<file path="src/pkg/fws_pkg.sv">
`default_nettype none
// ==========================================
// constants for the flash status poller
package fws_pkg;

   localparam int CLK_MHZ     = 100;
   localparam int T_PULSE_NS  = 100;
   localparam int T_RECOV_NS  = 50;
   localparam int FLASH_AW    = 18;
   localparam int POLL_MAX_DEF = 100000;

   // ==========================================
   // least times round up, never below one cycle
   function automatic int fws_ns_to_cyc(input int ns);
      int c;
      c = (ns * CLK_MHZ + 999) / 1000;
      if (c < 1)
      begin
         c = 1;
      end
      return c;
   endfunction : fws_ns_to_cyc

   localparam int PULSE_CYC = fws_ns_to_cyc(T_PULSE_NS);
   localparam int RECOV_CYC = fws_ns_to_cyc(T_RECOV_NS);

   // ==========================================
   // status bit positions on the flash data bus
   localparam int DATA_POLL_BIT         = 7;
   localparam int GLOBAL_TOGGLE_BIT     = 6;
   localparam int TIMING_LIMIT_FAIL_BIT = 5;
   localparam int SECTOR_TOGGLE_BIT     = 2;

   localparam logic [7:0] CMD_RESET = 8'hF0;

   // ==========================================
   // avalon register byte addresses
   localparam logic [3:0] REG_CTRL = 4'h0;
   localparam logic [3:0] REG_ADDR = 4'h4;
   localparam logic [3:0] REG_DATA = 4'h8;
   localparam logic [3:0] REG_STAT = 4'hC;

   localparam int OP_W       = 3;
   localparam int STAT_BUSY  = 0;
   localparam int STAT_DONE  = 1;
   localparam int STAT_FAIL  = 2;
   localparam int STAT_TMO   = 3;
   localparam int STAT_GTOG  = 4;
   localparam int STAT_STOG  = 5;
   localparam int STAT_W     = 6;

   typedef enum logic [OP_W-1:0] {
      OP_NONE,
      OP_WRITE,
      OP_READ,
      OP_DPOLL,
      OP_TPOLL,
      OP_RESET
   } fws_op_t;

endpackage : fws_pkg
`default_nettype wire
</file>
<file path="src/hw/fws_bus_cycle.sv">
`timescale 1ns/10ps
`default_nettype none
// ==========================================
// one read or write cycle on the flash pins
module fws_bus_cycle
   import fws_pkg::*;
#(
   parameter int AW    = FLASH_AW,
   parameter int PULSE = PULSE_CYC,
   parameter int RECOV = RECOV_CYC
)
(
   input  wire logic          clk_in,
   input  wire logic          srst_in,
   input  wire logic          start_in,
   input  wire logic          is_write_in,
   input  wire logic [AW-1:0] addr_in,
   input  wire logic [7:0]    wdata_in,
   input  wire logic [7:0]    dq_in,
   output var  logic          done_out,
   output var  logic [7:0]    rdata_out,
   output var  logic [AW-1:0] fl_addr_out,
   output var  logic          ce_n_out,
   output var  logic          oe_n_out,
   output var  logic          we_n_out,
   output var  logic [7:0]    dq_out,
   output var  logic          dq_drv_n_out
);

   localparam int CW = $clog2(((PULSE > RECOV) ? PULSE : RECOV) + 1);
   localparam logic [CW-1:0] PULSE_LAST = CW'(PULSE - 1);
   localparam logic [CW-1:0] RECOV_LAST = CW'(RECOV - 1);

   if (PULSE < 1 || RECOV < 1)
   begin : g_chk
      $error("fws_bus_cycle: pulse and recovery need one cycle at least");
   end

   typedef enum {C_IDLE, C_SETUP, C_ACT, C_HOLD} fws_cyc_t;

   fws_cyc_t       st_q;
   logic [CW-1:0]  cnt_q;
   logic           wr_q;

   wire act_last  = (st_q == C_ACT) && (cnt_q == PULSE_LAST);
   wire hold_last = (st_q == C_HOLD) && (cnt_q == RECOV_LAST);

   // ==========================================
   // every read is a fresh chip-select/strobe pulse so toggle bits advance
   always_ff @(posedge clk_in)
   begin
      if (srst_in)
      begin
         st_q         <= C_IDLE;
         cnt_q        <= '0;
         wr_q         <= 1'b0;
         done_out     <= 1'b0;
         rdata_out    <= 8'h00;
         fl_addr_out  <= '0;
         ce_n_out     <= 1'b1;
         oe_n_out     <= 1'b1;
         we_n_out     <= 1'b1;
         dq_out       <= 8'h00;
         dq_drv_n_out <= 1'b1;
      end
      else
      begin
         done_out <= hold_last;
         case (st_q)
            C_IDLE:
            begin
               if (start_in)
               begin
                  st_q        <= C_SETUP;
                  wr_q        <= is_write_in;
                  fl_addr_out <= addr_in;
                  dq_out      <= wdata_in;
               end
            end
            C_SETUP:
            begin
               st_q         <= C_ACT;
               cnt_q        <= '0;
               ce_n_out     <= 1'b0;
               oe_n_out     <= wr_q;
               we_n_out     <= ~wr_q;
               dq_drv_n_out <= ~wr_q;
            end
            C_ACT:
            begin
               cnt_q <= cnt_q + 1'b1;
               if (act_last)
               begin
                  st_q     <= C_HOLD;
                  cnt_q    <= '0;
                  ce_n_out <= 1'b1;
                  oe_n_out <= 1'b1;
                  we_n_out <= 1'b1;
                  if (!wr_q)
                  begin
                     rdata_out <= dq_in;
                  end
               end
            end
            default:
            begin
               cnt_q <= cnt_q + 1'b1;
               if (hold_last)
               begin
                  st_q         <= C_IDLE;
                  dq_drv_n_out <= 1'b1;
               end
            end
         endcase
      end
   end

endmodule : fws_bus_cycle
`default_nettype wire

</file>
<file path="src/hw/fws_status_poller.sv">
// The implementer's own choices: the Avalon-MM interface to the registers and the address map.
`timescale 1ns/10ps
`default_nettype none
module fws_status_poller
   import fws_pkg::*;
#(
   parameter int POLL_MAX = POLL_MAX_DEF
)
(
   input  wire logic                CLK_IN,
   input  wire logic                SRST_IN,
   input  wire logic [3:0]          AVS_ADDRESS_IN,
   input  wire logic                AVS_READ_IN,
   input  wire logic                AVS_WRITE_IN,
   input  wire logic [31:0]         AVS_WRITEDATA_IN,
   output var  logic [31:0]         AVS_READDATA_OUT,
   output var  logic                AVS_WAITREQUEST_OUT,
   output var  logic [FLASH_AW-1:0] FL_ADDR_OUT,
   output var  logic                FL_CE_N_OUT,
   output var  logic                FL_OE_N_OUT,
   output var  logic                FL_WE_N_OUT,
   input  wire logic [7:0]          FL_DQ_IN,
   output var  logic [7:0]          FL_DQ_OUT,
   output var  logic                FL_DQ_DRV_N_OUT
);

   localparam int CNTW = $clog2(POLL_MAX + 1);
   localparam logic [CNTW-1:0] POLL_LAST = CNTW'(POLL_MAX - 1);

   if (POLL_MAX < 2)
   begin : g_chk
      $error("fws_status_poller: POLL_MAX must be at least 2");
   end

   typedef enum {ST_IDLE, ST_WR, ST_RD, ST_DP_A, ST_DP_B, ST_TG_A, ST_TG_B, ST_TG_C,
                 ST_FINAL, ST_RESET} fws_state_t;

   fws_state_t          state_q;
   fws_state_t          state_d;
   fws_op_t             op_q;
   logic [FLASH_AW-1:0] valid_poll_address_q;
   logic [7:0]          data_q;
   logic [7:0]          rdata_q;
   logic [7:0]          prev_q;
   logic [CNTW-1:0]     cnt_q;
   logic                issued_q;
   logic                done_q;
   logic                fail_q;
   logic                tmo_q;
   logic                gtog_q;
   logic                stog_q;
   logic                set_ok;
   logic                set_fail;
   logic                set_tmo;
   logic                set_tog;
   logic                cyc_done;
   logic [7:0]          cyc_rdata;

   // ==========================================
   // avalon decode
   wire acc_wr   = AVS_WRITE_IN & ~AVS_WAITREQUEST_OUT;
   wire wr_ctrl  = acc_wr && (AVS_ADDRESS_IN == REG_CTRL);
   wire wr_addr  = acc_wr && (AVS_ADDRESS_IN == REG_ADDR) && (state_q == ST_IDLE);
   wire wr_data  = acc_wr && (AVS_ADDRESS_IN == REG_DATA) && (state_q == ST_IDLE);
   // commands written while busy are dropped; busy bit shows why
   wire cmd_go   = wr_ctrl && (state_q == ST_IDLE);
   wire busy     = (state_q != ST_IDLE);
   wire [OP_W-1:0] new_op = AVS_WRITEDATA_IN[OP_W-1:0];

   wire [STAT_W-1:0] stat_word = {stog_q, gtog_q, tmo_q, fail_q, done_q, busy};
   wire [31:0] rd_mux = (AVS_ADDRESS_IN == REG_CTRL) ? {{(32-OP_W){1'b0}}, op_q} :
                        (AVS_ADDRESS_IN == REG_ADDR) ? {{(32-FLASH_AW){1'b0}}, valid_poll_address_q} :
                        (AVS_ADDRESS_IN == REG_DATA) ? {24'h000000, rdata_q} :
                        (AVS_ADDRESS_IN == REG_STAT) ? {{(32-STAT_W){1'b0}}, stat_word} :
                        32'h00000000;

   // ==========================================
   // status bit evaluation on each finished read
   // expected bit 7 compare
   // erase polls expect bit 7 high, software loads FF
   wire dp_match    = cyc_rdata[DATA_POLL_BIT] == data_q[DATA_POLL_BIT];
   wire lim_fail    = cyc_rdata[TIMING_LIMIT_FAIL_BIT];
   wire g_changed   = cyc_rdata[GLOBAL_TOGGLE_BIT] ^ prev_q[GLOBAL_TOGGLE_BIT];
   wire s_changed   = cyc_rdata[SECTOR_TOGGLE_BIT] ^ prev_q[SECTOR_TOGGLE_BIT];
   wire poll_expire = (cnt_q == POLL_LAST);
   wire polling     = (state_q == ST_DP_A) || (state_q == ST_DP_B) || (state_q == ST_TG_A) ||
                      (state_q == ST_TG_B) || (state_q == ST_TG_C) || (state_q == ST_FINAL);
   wire cyc_start   = busy && !issued_q;
   wire cyc_write   = (state_q == ST_WR) || (state_q == ST_RESET);
   wire [7:0] cyc_wdata = (state_q == ST_RESET) ? CMD_RESET : data_q;

   function automatic fws_state_t fws_op_entry(input logic [OP_W-1:0] op);
      fws_state_t s;
      s = ST_IDLE;
      if (op == OP_WRITE)
         s = ST_WR;
      else if (op == OP_READ)
         s = ST_RD;
      else if (op == OP_DPOLL)
         s = ST_DP_A;
      else if (op == OP_TPOLL)
         s = ST_TG_A;
      else if (op == OP_RESET)
         s = ST_RESET;
      return s;
   endfunction : fws_op_entry

   // ==========================================
   // poll sequencer
   always_comb
   begin
      state_d  = state_q;
      set_ok   = 1'b0;
      set_fail = 1'b0;
      set_tmo  = 1'b0;
      set_tog  = 1'b0;
      case (state_q)
         ST_IDLE:
         begin
            if (cmd_go)
               state_d = fws_op_entry(new_op);
         end
         ST_WR, ST_RD:
         begin
            if (cyc_done)
            begin
               state_d = ST_IDLE;
               set_ok  = 1'b1;
            end
         end
         ST_DP_A:
         begin
            if (cyc_done)
            begin
               // true bit 7 seen, data comes from the next read
               if (dp_match)
                  state_d = ST_FINAL;
               // fail bit up, bit 7 gets one more look
               else if (lim_fail)
                  state_d = ST_DP_B;
               else if (poll_expire)
               begin
                  state_d = ST_IDLE;
                  set_tmo = 1'b1;
               end
            end
         end
         ST_DP_B:
         begin
            if (cyc_done)
               state_d = dp_match ? ST_FINAL : ST_RESET;
         end
         ST_TG_A:
         begin
            if (cyc_done)
               state_d = ST_TG_B;
         end
         ST_TG_B:
         begin
            if (cyc_done)
            begin
               // bit 6 gives mode, bit 2 gives sector
               if (!g_changed)
               begin
                  state_d = ST_FINAL;
                  set_tog = 1'b1;
               end
               else if (lim_fail)
                  state_d = ST_TG_C;
               else if (poll_expire)
               begin
                  state_d = ST_IDLE;
                  set_tmo = 1'b1;
               end
            end
         end
         ST_TG_C:
         begin
            if (cyc_done)
               state_d = g_changed ? ST_RESET : ST_FINAL;
         end
         ST_FINAL:
         begin
            if (cyc_done)
            begin
               state_d = ST_IDLE;
               set_ok  = 1'b1;
            end
         end
         default:
         begin
            // reset command written after a failure or for an OP_RESET command
            if (cyc_done)
            begin
               state_d  = ST_IDLE;
               set_fail = (op_q != OP_RESET);
               set_ok   = (op_q == OP_RESET);
            end
         end
      endcase
   end

   // ==========================================
   // sequencer registers
   always_ff @(posedge CLK_IN)
   begin
      if (SRST_IN)
      begin
         state_q  <= ST_IDLE;
         issued_q <= 1'b0;
         cnt_q    <= '0;
         prev_q   <= 8'h00;
         rdata_q  <= 8'h00;
      end
      else
      begin
         state_q  <= state_d;
         issued_q <= cyc_start | (issued_q & ~cyc_done);
         if (cmd_go)
            cnt_q <= '0;
         else if (cyc_done && polling)
            cnt_q <= cnt_q + 1'b1;
         if (cyc_done)
         begin
            prev_q <= cyc_rdata;
            if (!cyc_write)
               rdata_q <= cyc_rdata;
         end
      end
   end

   // ==========================================
   // software registers and flags, a set beats the clearing command except on gtog_q, where the command clears first
   always_ff @(posedge CLK_IN)
   begin
      if (SRST_IN)
      begin
         op_q                 <= OP_NONE;
         valid_poll_address_q <= '0;
         data_q               <= 8'h00;
         done_q               <= 1'b0;
         fail_q               <= 1'b0;
         tmo_q                <= 1'b0;
         gtog_q               <= 1'b0;
         stog_q               <= 1'b0;
      end
      else
      begin
         if (cmd_go)
            op_q <= fws_op_t'(new_op);
         if (wr_addr)
            valid_poll_address_q <= AVS_WRITEDATA_IN[FLASH_AW-1:0];
         if (wr_data)
            data_q <= AVS_WRITEDATA_IN[7:0];
         done_q <= set_ok | (done_q & ~cmd_go);
         fail_q <= set_fail | (fail_q & ~cmd_go);
         tmo_q  <= set_tmo | (tmo_q & ~cmd_go);
         gtog_q <= (set_tog | cmd_go) ? 1'b0 : (gtog_q | (state_q == ST_TG_B && cyc_done && g_changed));
         stog_q <= set_tog ? s_changed : (stog_q & ~cmd_go);
      end
   end

   // ==========================================
   // avalon answer: one wait cycle, then the access completes
   always_ff @(posedge CLK_IN)
   begin
      if (SRST_IN)
      begin
         AVS_WAITREQUEST_OUT <= 1'b1;
         AVS_READDATA_OUT    <= 32'h00000000;
      end
      else
      begin
         if (AVS_WAITREQUEST_OUT && (AVS_READ_IN || AVS_WRITE_IN))
         begin
            AVS_WAITREQUEST_OUT <= 1'b0;
            AVS_READDATA_OUT    <= rd_mux;
         end
         else
            AVS_WAITREQUEST_OUT <= 1'b1;
      end
   end

   fws_bus_cycle #(
      .AW    (FLASH_AW),
      .PULSE (PULSE_CYC),
      .RECOV (RECOV_CYC)
   ) u_cyc (
      .clk_in       (CLK_IN),
      .srst_in      (SRST_IN),
      .start_in     (cyc_start),
      .is_write_in  (cyc_write),
      .addr_in      (valid_poll_address_q),
      .wdata_in     (cyc_wdata),
      .dq_in        (FL_DQ_IN),
      .done_out     (cyc_done),
      .rdata_out    (cyc_rdata),
      .fl_addr_out  (FL_ADDR_OUT),
      .ce_n_out     (FL_CE_N_OUT),
      .oe_n_out     (FL_OE_N_OUT),
      .we_n_out     (FL_WE_N_OUT),
      .dq_out       (FL_DQ_OUT),
      .dq_drv_n_out (FL_DQ_DRV_N_OUT)
   );

   // ==========================================
   // checks
   a_poll_addr_match: assert property (
      @(posedge CLK_IN) disable iff (SRST_IN)
      (polling && !FL_OE_N_OUT) |-> (FL_ADDR_OUT == valid_poll_address_q))
      else $error("poll read not at the poll address");

   a_poll_addr_stable: assert property (
      @(posedge CLK_IN) disable iff (SRST_IN)
      (polling && $past(polling) && !cmd_go) |-> $stable(valid_poll_address_q))
      else $error("poll address moved during polling");

   a_strobe_addr_set: assert property (
      @(posedge CLK_IN) disable iff (SRST_IN)
      ($fell(FL_OE_N_OUT) && polling) |-> (FL_ADDR_OUT == valid_poll_address_q) && FL_DQ_DRV_N_OUT)
      else $error("poll strobe with wrong address or bus driven");

   a_final_after_poll: assert property (
      @(posedge CLK_IN) disable iff (SRST_IN)
      (state_q == ST_FINAL && $past(state_q) != ST_FINAL) |->
      ($past(state_q) inside {ST_DP_A, ST_DP_B, ST_TG_B, ST_TG_C}) && $past(cyc_done))
      else $error("final read entered without a poll read");

   a_fail_recheck: assert property (
      @(posedge CLK_IN) disable iff (SRST_IN)
      (state_q == ST_DP_A && cyc_done && !dp_match && lim_fail) |=> (state_q == ST_DP_B))
      else $error("fail bit seen without rereading bit 7");

   a_reset_via_recheck: assert property (
      @(posedge CLK_IN) disable iff (SRST_IN)
      (state_q == ST_RESET && $past(state_q) != ST_RESET && op_q != OP_RESET) |->
      ($past(state_q) inside {ST_DP_B, ST_TG_C}))
      else $error("failure declared without a recheck");

   a_sector_mode: assert property (
      @(posedge CLK_IN) disable iff (SRST_IN)
      (state_q == ST_TG_B && cyc_done && !g_changed) |=> (stog_q == $past(s_changed)) && !gtog_q)
      else $error("sector toggle flag does not match bit 2");

   a_reset_cmd_sent: assert property (
      @(posedge CLK_IN) disable iff (SRST_IN)
      (state_q == ST_RESET && !issued_q) |-> ##[1:40] (!FL_WE_N_OUT && FL_DQ_OUT == CMD_RESET && !FL_DQ_DRV_N_OUT))
      else $error("reset command not written after failure");

endmodule : fws_status_poller
`default_nettype wire

</file>
<file path="config.mk">
export PLATFORM = sky130hd
export DESIGN_NAME = fws_status_poller
export DESIGN_NICKNAME = d
export VERILOG_FILES = /design/src/pkg/fws_pkg.sv /design/src/hw/fws_bus_cycle.sv /design/src/hw/fws_status_poller.sv
export SDC_FILE = /design/constraint.sdc
export NUM_CORES = 1
export LEC_CHECK = 0
export ABC_AREA = 1
export BUFFER_PORTS_ARGS = -buffer_cell sky130_fd_sc_hd__buf_2
export CORE_MARGIN = 10
export CORE_UTILIZATION = 38
export CTS_BUF_LIST = sky130_fd_sc_hd__clkbuf_16
export DETAILED_ROUTE_END_ITERATION = 7
export GPL_TIMING_DRIVEN = 1
export PLACE_DENSITY = 0.6
export SLEW_MARGIN = 20
export SYNTH_ARGS = -nofsm -noshare
export SYNTH_HDL_FRONTEND = slang
export SYNTH_HIERARCHICAL = 1
export SYNTH_SLANG_ARGS = --single-unit
</file>
<file path="constraint.sdc">
create_clock -name CLK_IN -period 2.3 [get_ports CLK_IN]
set_clock_uncertainty 0.15 [all_clocks]
set_input_delay 0.115 -clock CLK_IN [delete_from_list [all_inputs] [get_ports CLK_IN]]
set_output_delay 0.115 -clock CLK_IN [all_outputs]
set_load 0.05 [all_outputs]
</file>
==> flow_summary.json <==
{
  "fin_area_sq_um": 8678,
  "std_cell_rows": 50,
  "holdWs_ns": 0.07290,
  "clkTransAtPathRegs_ns": 0.06,
  "synthCells": 975,
  "dieArea_sq_um": 24950,
  "drv_cap": 0,
  "syn_to_final_growth_pct": 20.02,
  "vias": 6279,
  "cts_tree": "yes",
  "hold_path.class": "in2reg",
  "post_drt_wl_per_cell_um": 13.32,
  "die_h_um": 157.9,
  "grt_overflow": 0,
  "async_flop_share_pct": 0,
  "tightest_slew_ns": 0.5874,
  "cp_num_buf_inv": 2,
  "place_area_sq_um": 7816,
  "crit_required_ns": 2.45,
  "path_delay_family": "simple AND/OR/NAND/NOR gates",
  "cp_common_cell": "nor2_4",
  "track_usage_pct": 14.35,
  "status": "complete, no violations",
  "r2r-start": "state_q[24]",
  "drive_gt1_share_pct": 16.76,
  "start_util_pct": 38.66,
  "slowest_delay_ns": 0.31,
  "path_max_fanout": 13,
  "critPathCaptureType": "flop",
  "diodes": 0,
  "insertion_delay_ns": 0.42,
  "start_kind": "flop",
  "pre_cts_ws_ns": 0.1304,
  "via_per_inst": 4.714,
  "r2r_end": "fail_q",
  "drt_iter0_drc": 443,
  "final_hold_viol_count": 0,
  "worst-r2r-setup-slack_ns": 0.23,
  "seq_area_sq_um": 3183,
  "ant_nets": 0,
  "hold-path-cell-count": 5,
  "core-area_sq_um": 18710,
  "max-slew-margin-rel_pct": 60.58,
  "grt_pass1_wl_um": 28840,
  "crit_type": "reg2reg",
  "yosys_register_bits": 159,
  "reg2reg_depth": 11,
  "final_nets": 1143,
  "clkSinkCount": 159,
  "port_buffers": 82,
  "fin_crit_sh_pct": 89.91,
  "power.leakage_nw": 3.608,
  "ys.flop_type": "dfxtp_1",
  "clock-root-buffer": "clkbuf_16",
  "cts_max_level": 4,
  "wirelength_um": 17740,
  "path_cells": "nor2_1 -> nand3_1 -> nor2_4 -> nand2_4 -> nor2_4 -> nand2_4 -> nor2_4 -> nor2_1 -> inv_1 -> buf_4 -> o22ai_1",
  "dr.pass1.iters": 5,
  "power_density_nw_per_um2": 740.2,
  "grt_max_degree": 42,
  "worst_slack_ns": 0.2321,
  "ctsLongestPathBuffers": 2,
  "syn_area_sq_um": 7231,
  "yosysSeqAreaShare_pct": 44.02,
  "synth_area_per_cell_sq_um": 7.416,
  "synth_edf_count": 0,
  "nFillCells": 1874,
  "hp-start": "AVS_ADDRESS_IN[2]",
  "cp.arrival_ns": 2.21,
  "period_needed_ns": 2.068,
  "place_congestion": 0.8634,
  "synth_cell_type_count": 44,
  "fmaxAchievable_mhz": 483.6,
  "holdPathEnd": "AVS_READDATA_OUT[0]",
  "vdd.ir_drop.worst_mv": 0.3819,
  "grt_pass1_vias": 5832,
  "drc": 0,
  "die_x_um": 157.9,
  "io-pin-count": 111,
  "multi_input_area_sq_um": 3362,
  "dp_hpwl_um": 13080,
  "slew_viol_final": 0,
  "final.setup.tns_ns": 0,
  "power.total_mw": 6.424,
  "cts_buffers": 17,
  "rsz0062_at_grt": "false",
  "ys_warn_count": 6,
  "setup_viol": 0,
  "antenna_found_initial": 0,
  "slowest_stage": "dfxtp_1"
}
-- flip-flops by register name, summed over array words and instances, names as in the netlist, 3 cells and up --
register and cells:
rdata_q 8, u_cyc/cnt_q 4, valid_poll_address_q 18, u_cyc/dq_out 8, u_cyc/fl_addr_out 18, AVS_READDATA_OUT 18
data_q 8, u_cyc/rdata_out 8, op_q 3, state_q 32, cnt_q 17
-- logic make-up after synthesis --
kind of cell             after synthesis  share of synthesized area, %
AND/OR/NAND/NOR                      474                         28.29
other                                  1                       0.05186
AO/OA/AOI/OAI                        159                         14.40
adder cells (fa/ha/maj)                9                         1.557
XOR/XNOR                              11                         1.332
flip-flops                           159                         44.02
buffers and inverters                162                         10.35
-- repair_timing --
item,4_1_cts,5_1_grt
endpoints found under the setup margin,0,31
endpoints found under the hold margin,44,0
hold buffers,27,0
gates resized for setup,0,4
buffers inserted,0,0
-- report_power, final --
group / internal, mW / switching (mW)
clock: 1.68 / 1.09
sequential: 2.82 / 0.0518
combinational: 0.233 / 0.544
-- synthesized netlist by cell type, drive strengths merged (7+ instances only) --
master  count  area share, %
nor2      216             12
nand2     162            8.9
dfxtp     159             44
inv       110            5.8
o21ai      65            4.6
nand3      52            3.9
a21oi      47            3.3
buf        31            3.4
a211oi     29            4.8
nand4      21            1.9
clkbuf     19            1.0
nor3       18            1.3
ha          9            1.6
xor2        7           0.85
-- layout by cell type, fill, tap and decap left out, drive strengths merged --
master,n
nor4,1
nand2,162
nor3,18
dlygate4sd3,27
conb,14
or2,2
clkinv,7
a221oi,2
inv,114
nand4,21
nor2,216
a31oi,2
o31ai,1
xor2,7
o22ai,6
xnor2,4
o211ai,6
o21ai,65
clkinvlp,2
a211oi,29
ha,9
clkbuf,17
bufinv,3
nand3b,2
a21oi,47
dfxtp,159
o221ai,1
buf,102
nand3,52
-- per-stage QoR --
stage,util [%],instances
final,46.39,1332
after global routing,46.39,1332
after CTS,46.31,1332
after detailed placement,41.79,1274
after global placement,41.79,1274
after floorplan,-,988
-- routing by layer --
metal	vias to the layer above	track usage (%)	wire [um]
met5	-	0	0
met4	0	4.940	210
met3	16	2.849	614
met2	91	24.15	8523
met1	2830	17.92	8392
li1	3342	-	-
-- layout make-up --
class	count	area share, %
inverter	112	4.974
sequential	159	36.68
clock buffer	17	4.902
multi-input combinational	667	38.74
clock inverter	14	1.730
tap	234	3.374
timing repair buffer	129	9.602
-- how the worst max path moves through the flow --
stage / cells past startpoint / start / to
floorplan: 12 / state_q[18] / valid_poll_address_q[10]
global placement: 10 / state_q[24] / u_cyc/fl_addr_out[3]
detailed placement: 10 / state_q[24] / u_cyc/fl_addr_out[0]
CTS: 10 / state_q[24] / u_cyc/fl_addr_out[0]
global route: 11 / state_q[2] / cnt_q[10]
finish: 11 / state_q[24] / fail_q
-- worst min-delay path, stage by stage --
cell and delay, ns:
buf_2 0.13, nand2_1 0.10, o221ai_1 0.12, nand2_1 0.07
a21oi_1 0.05
Power figures use the tool's default switching activity.
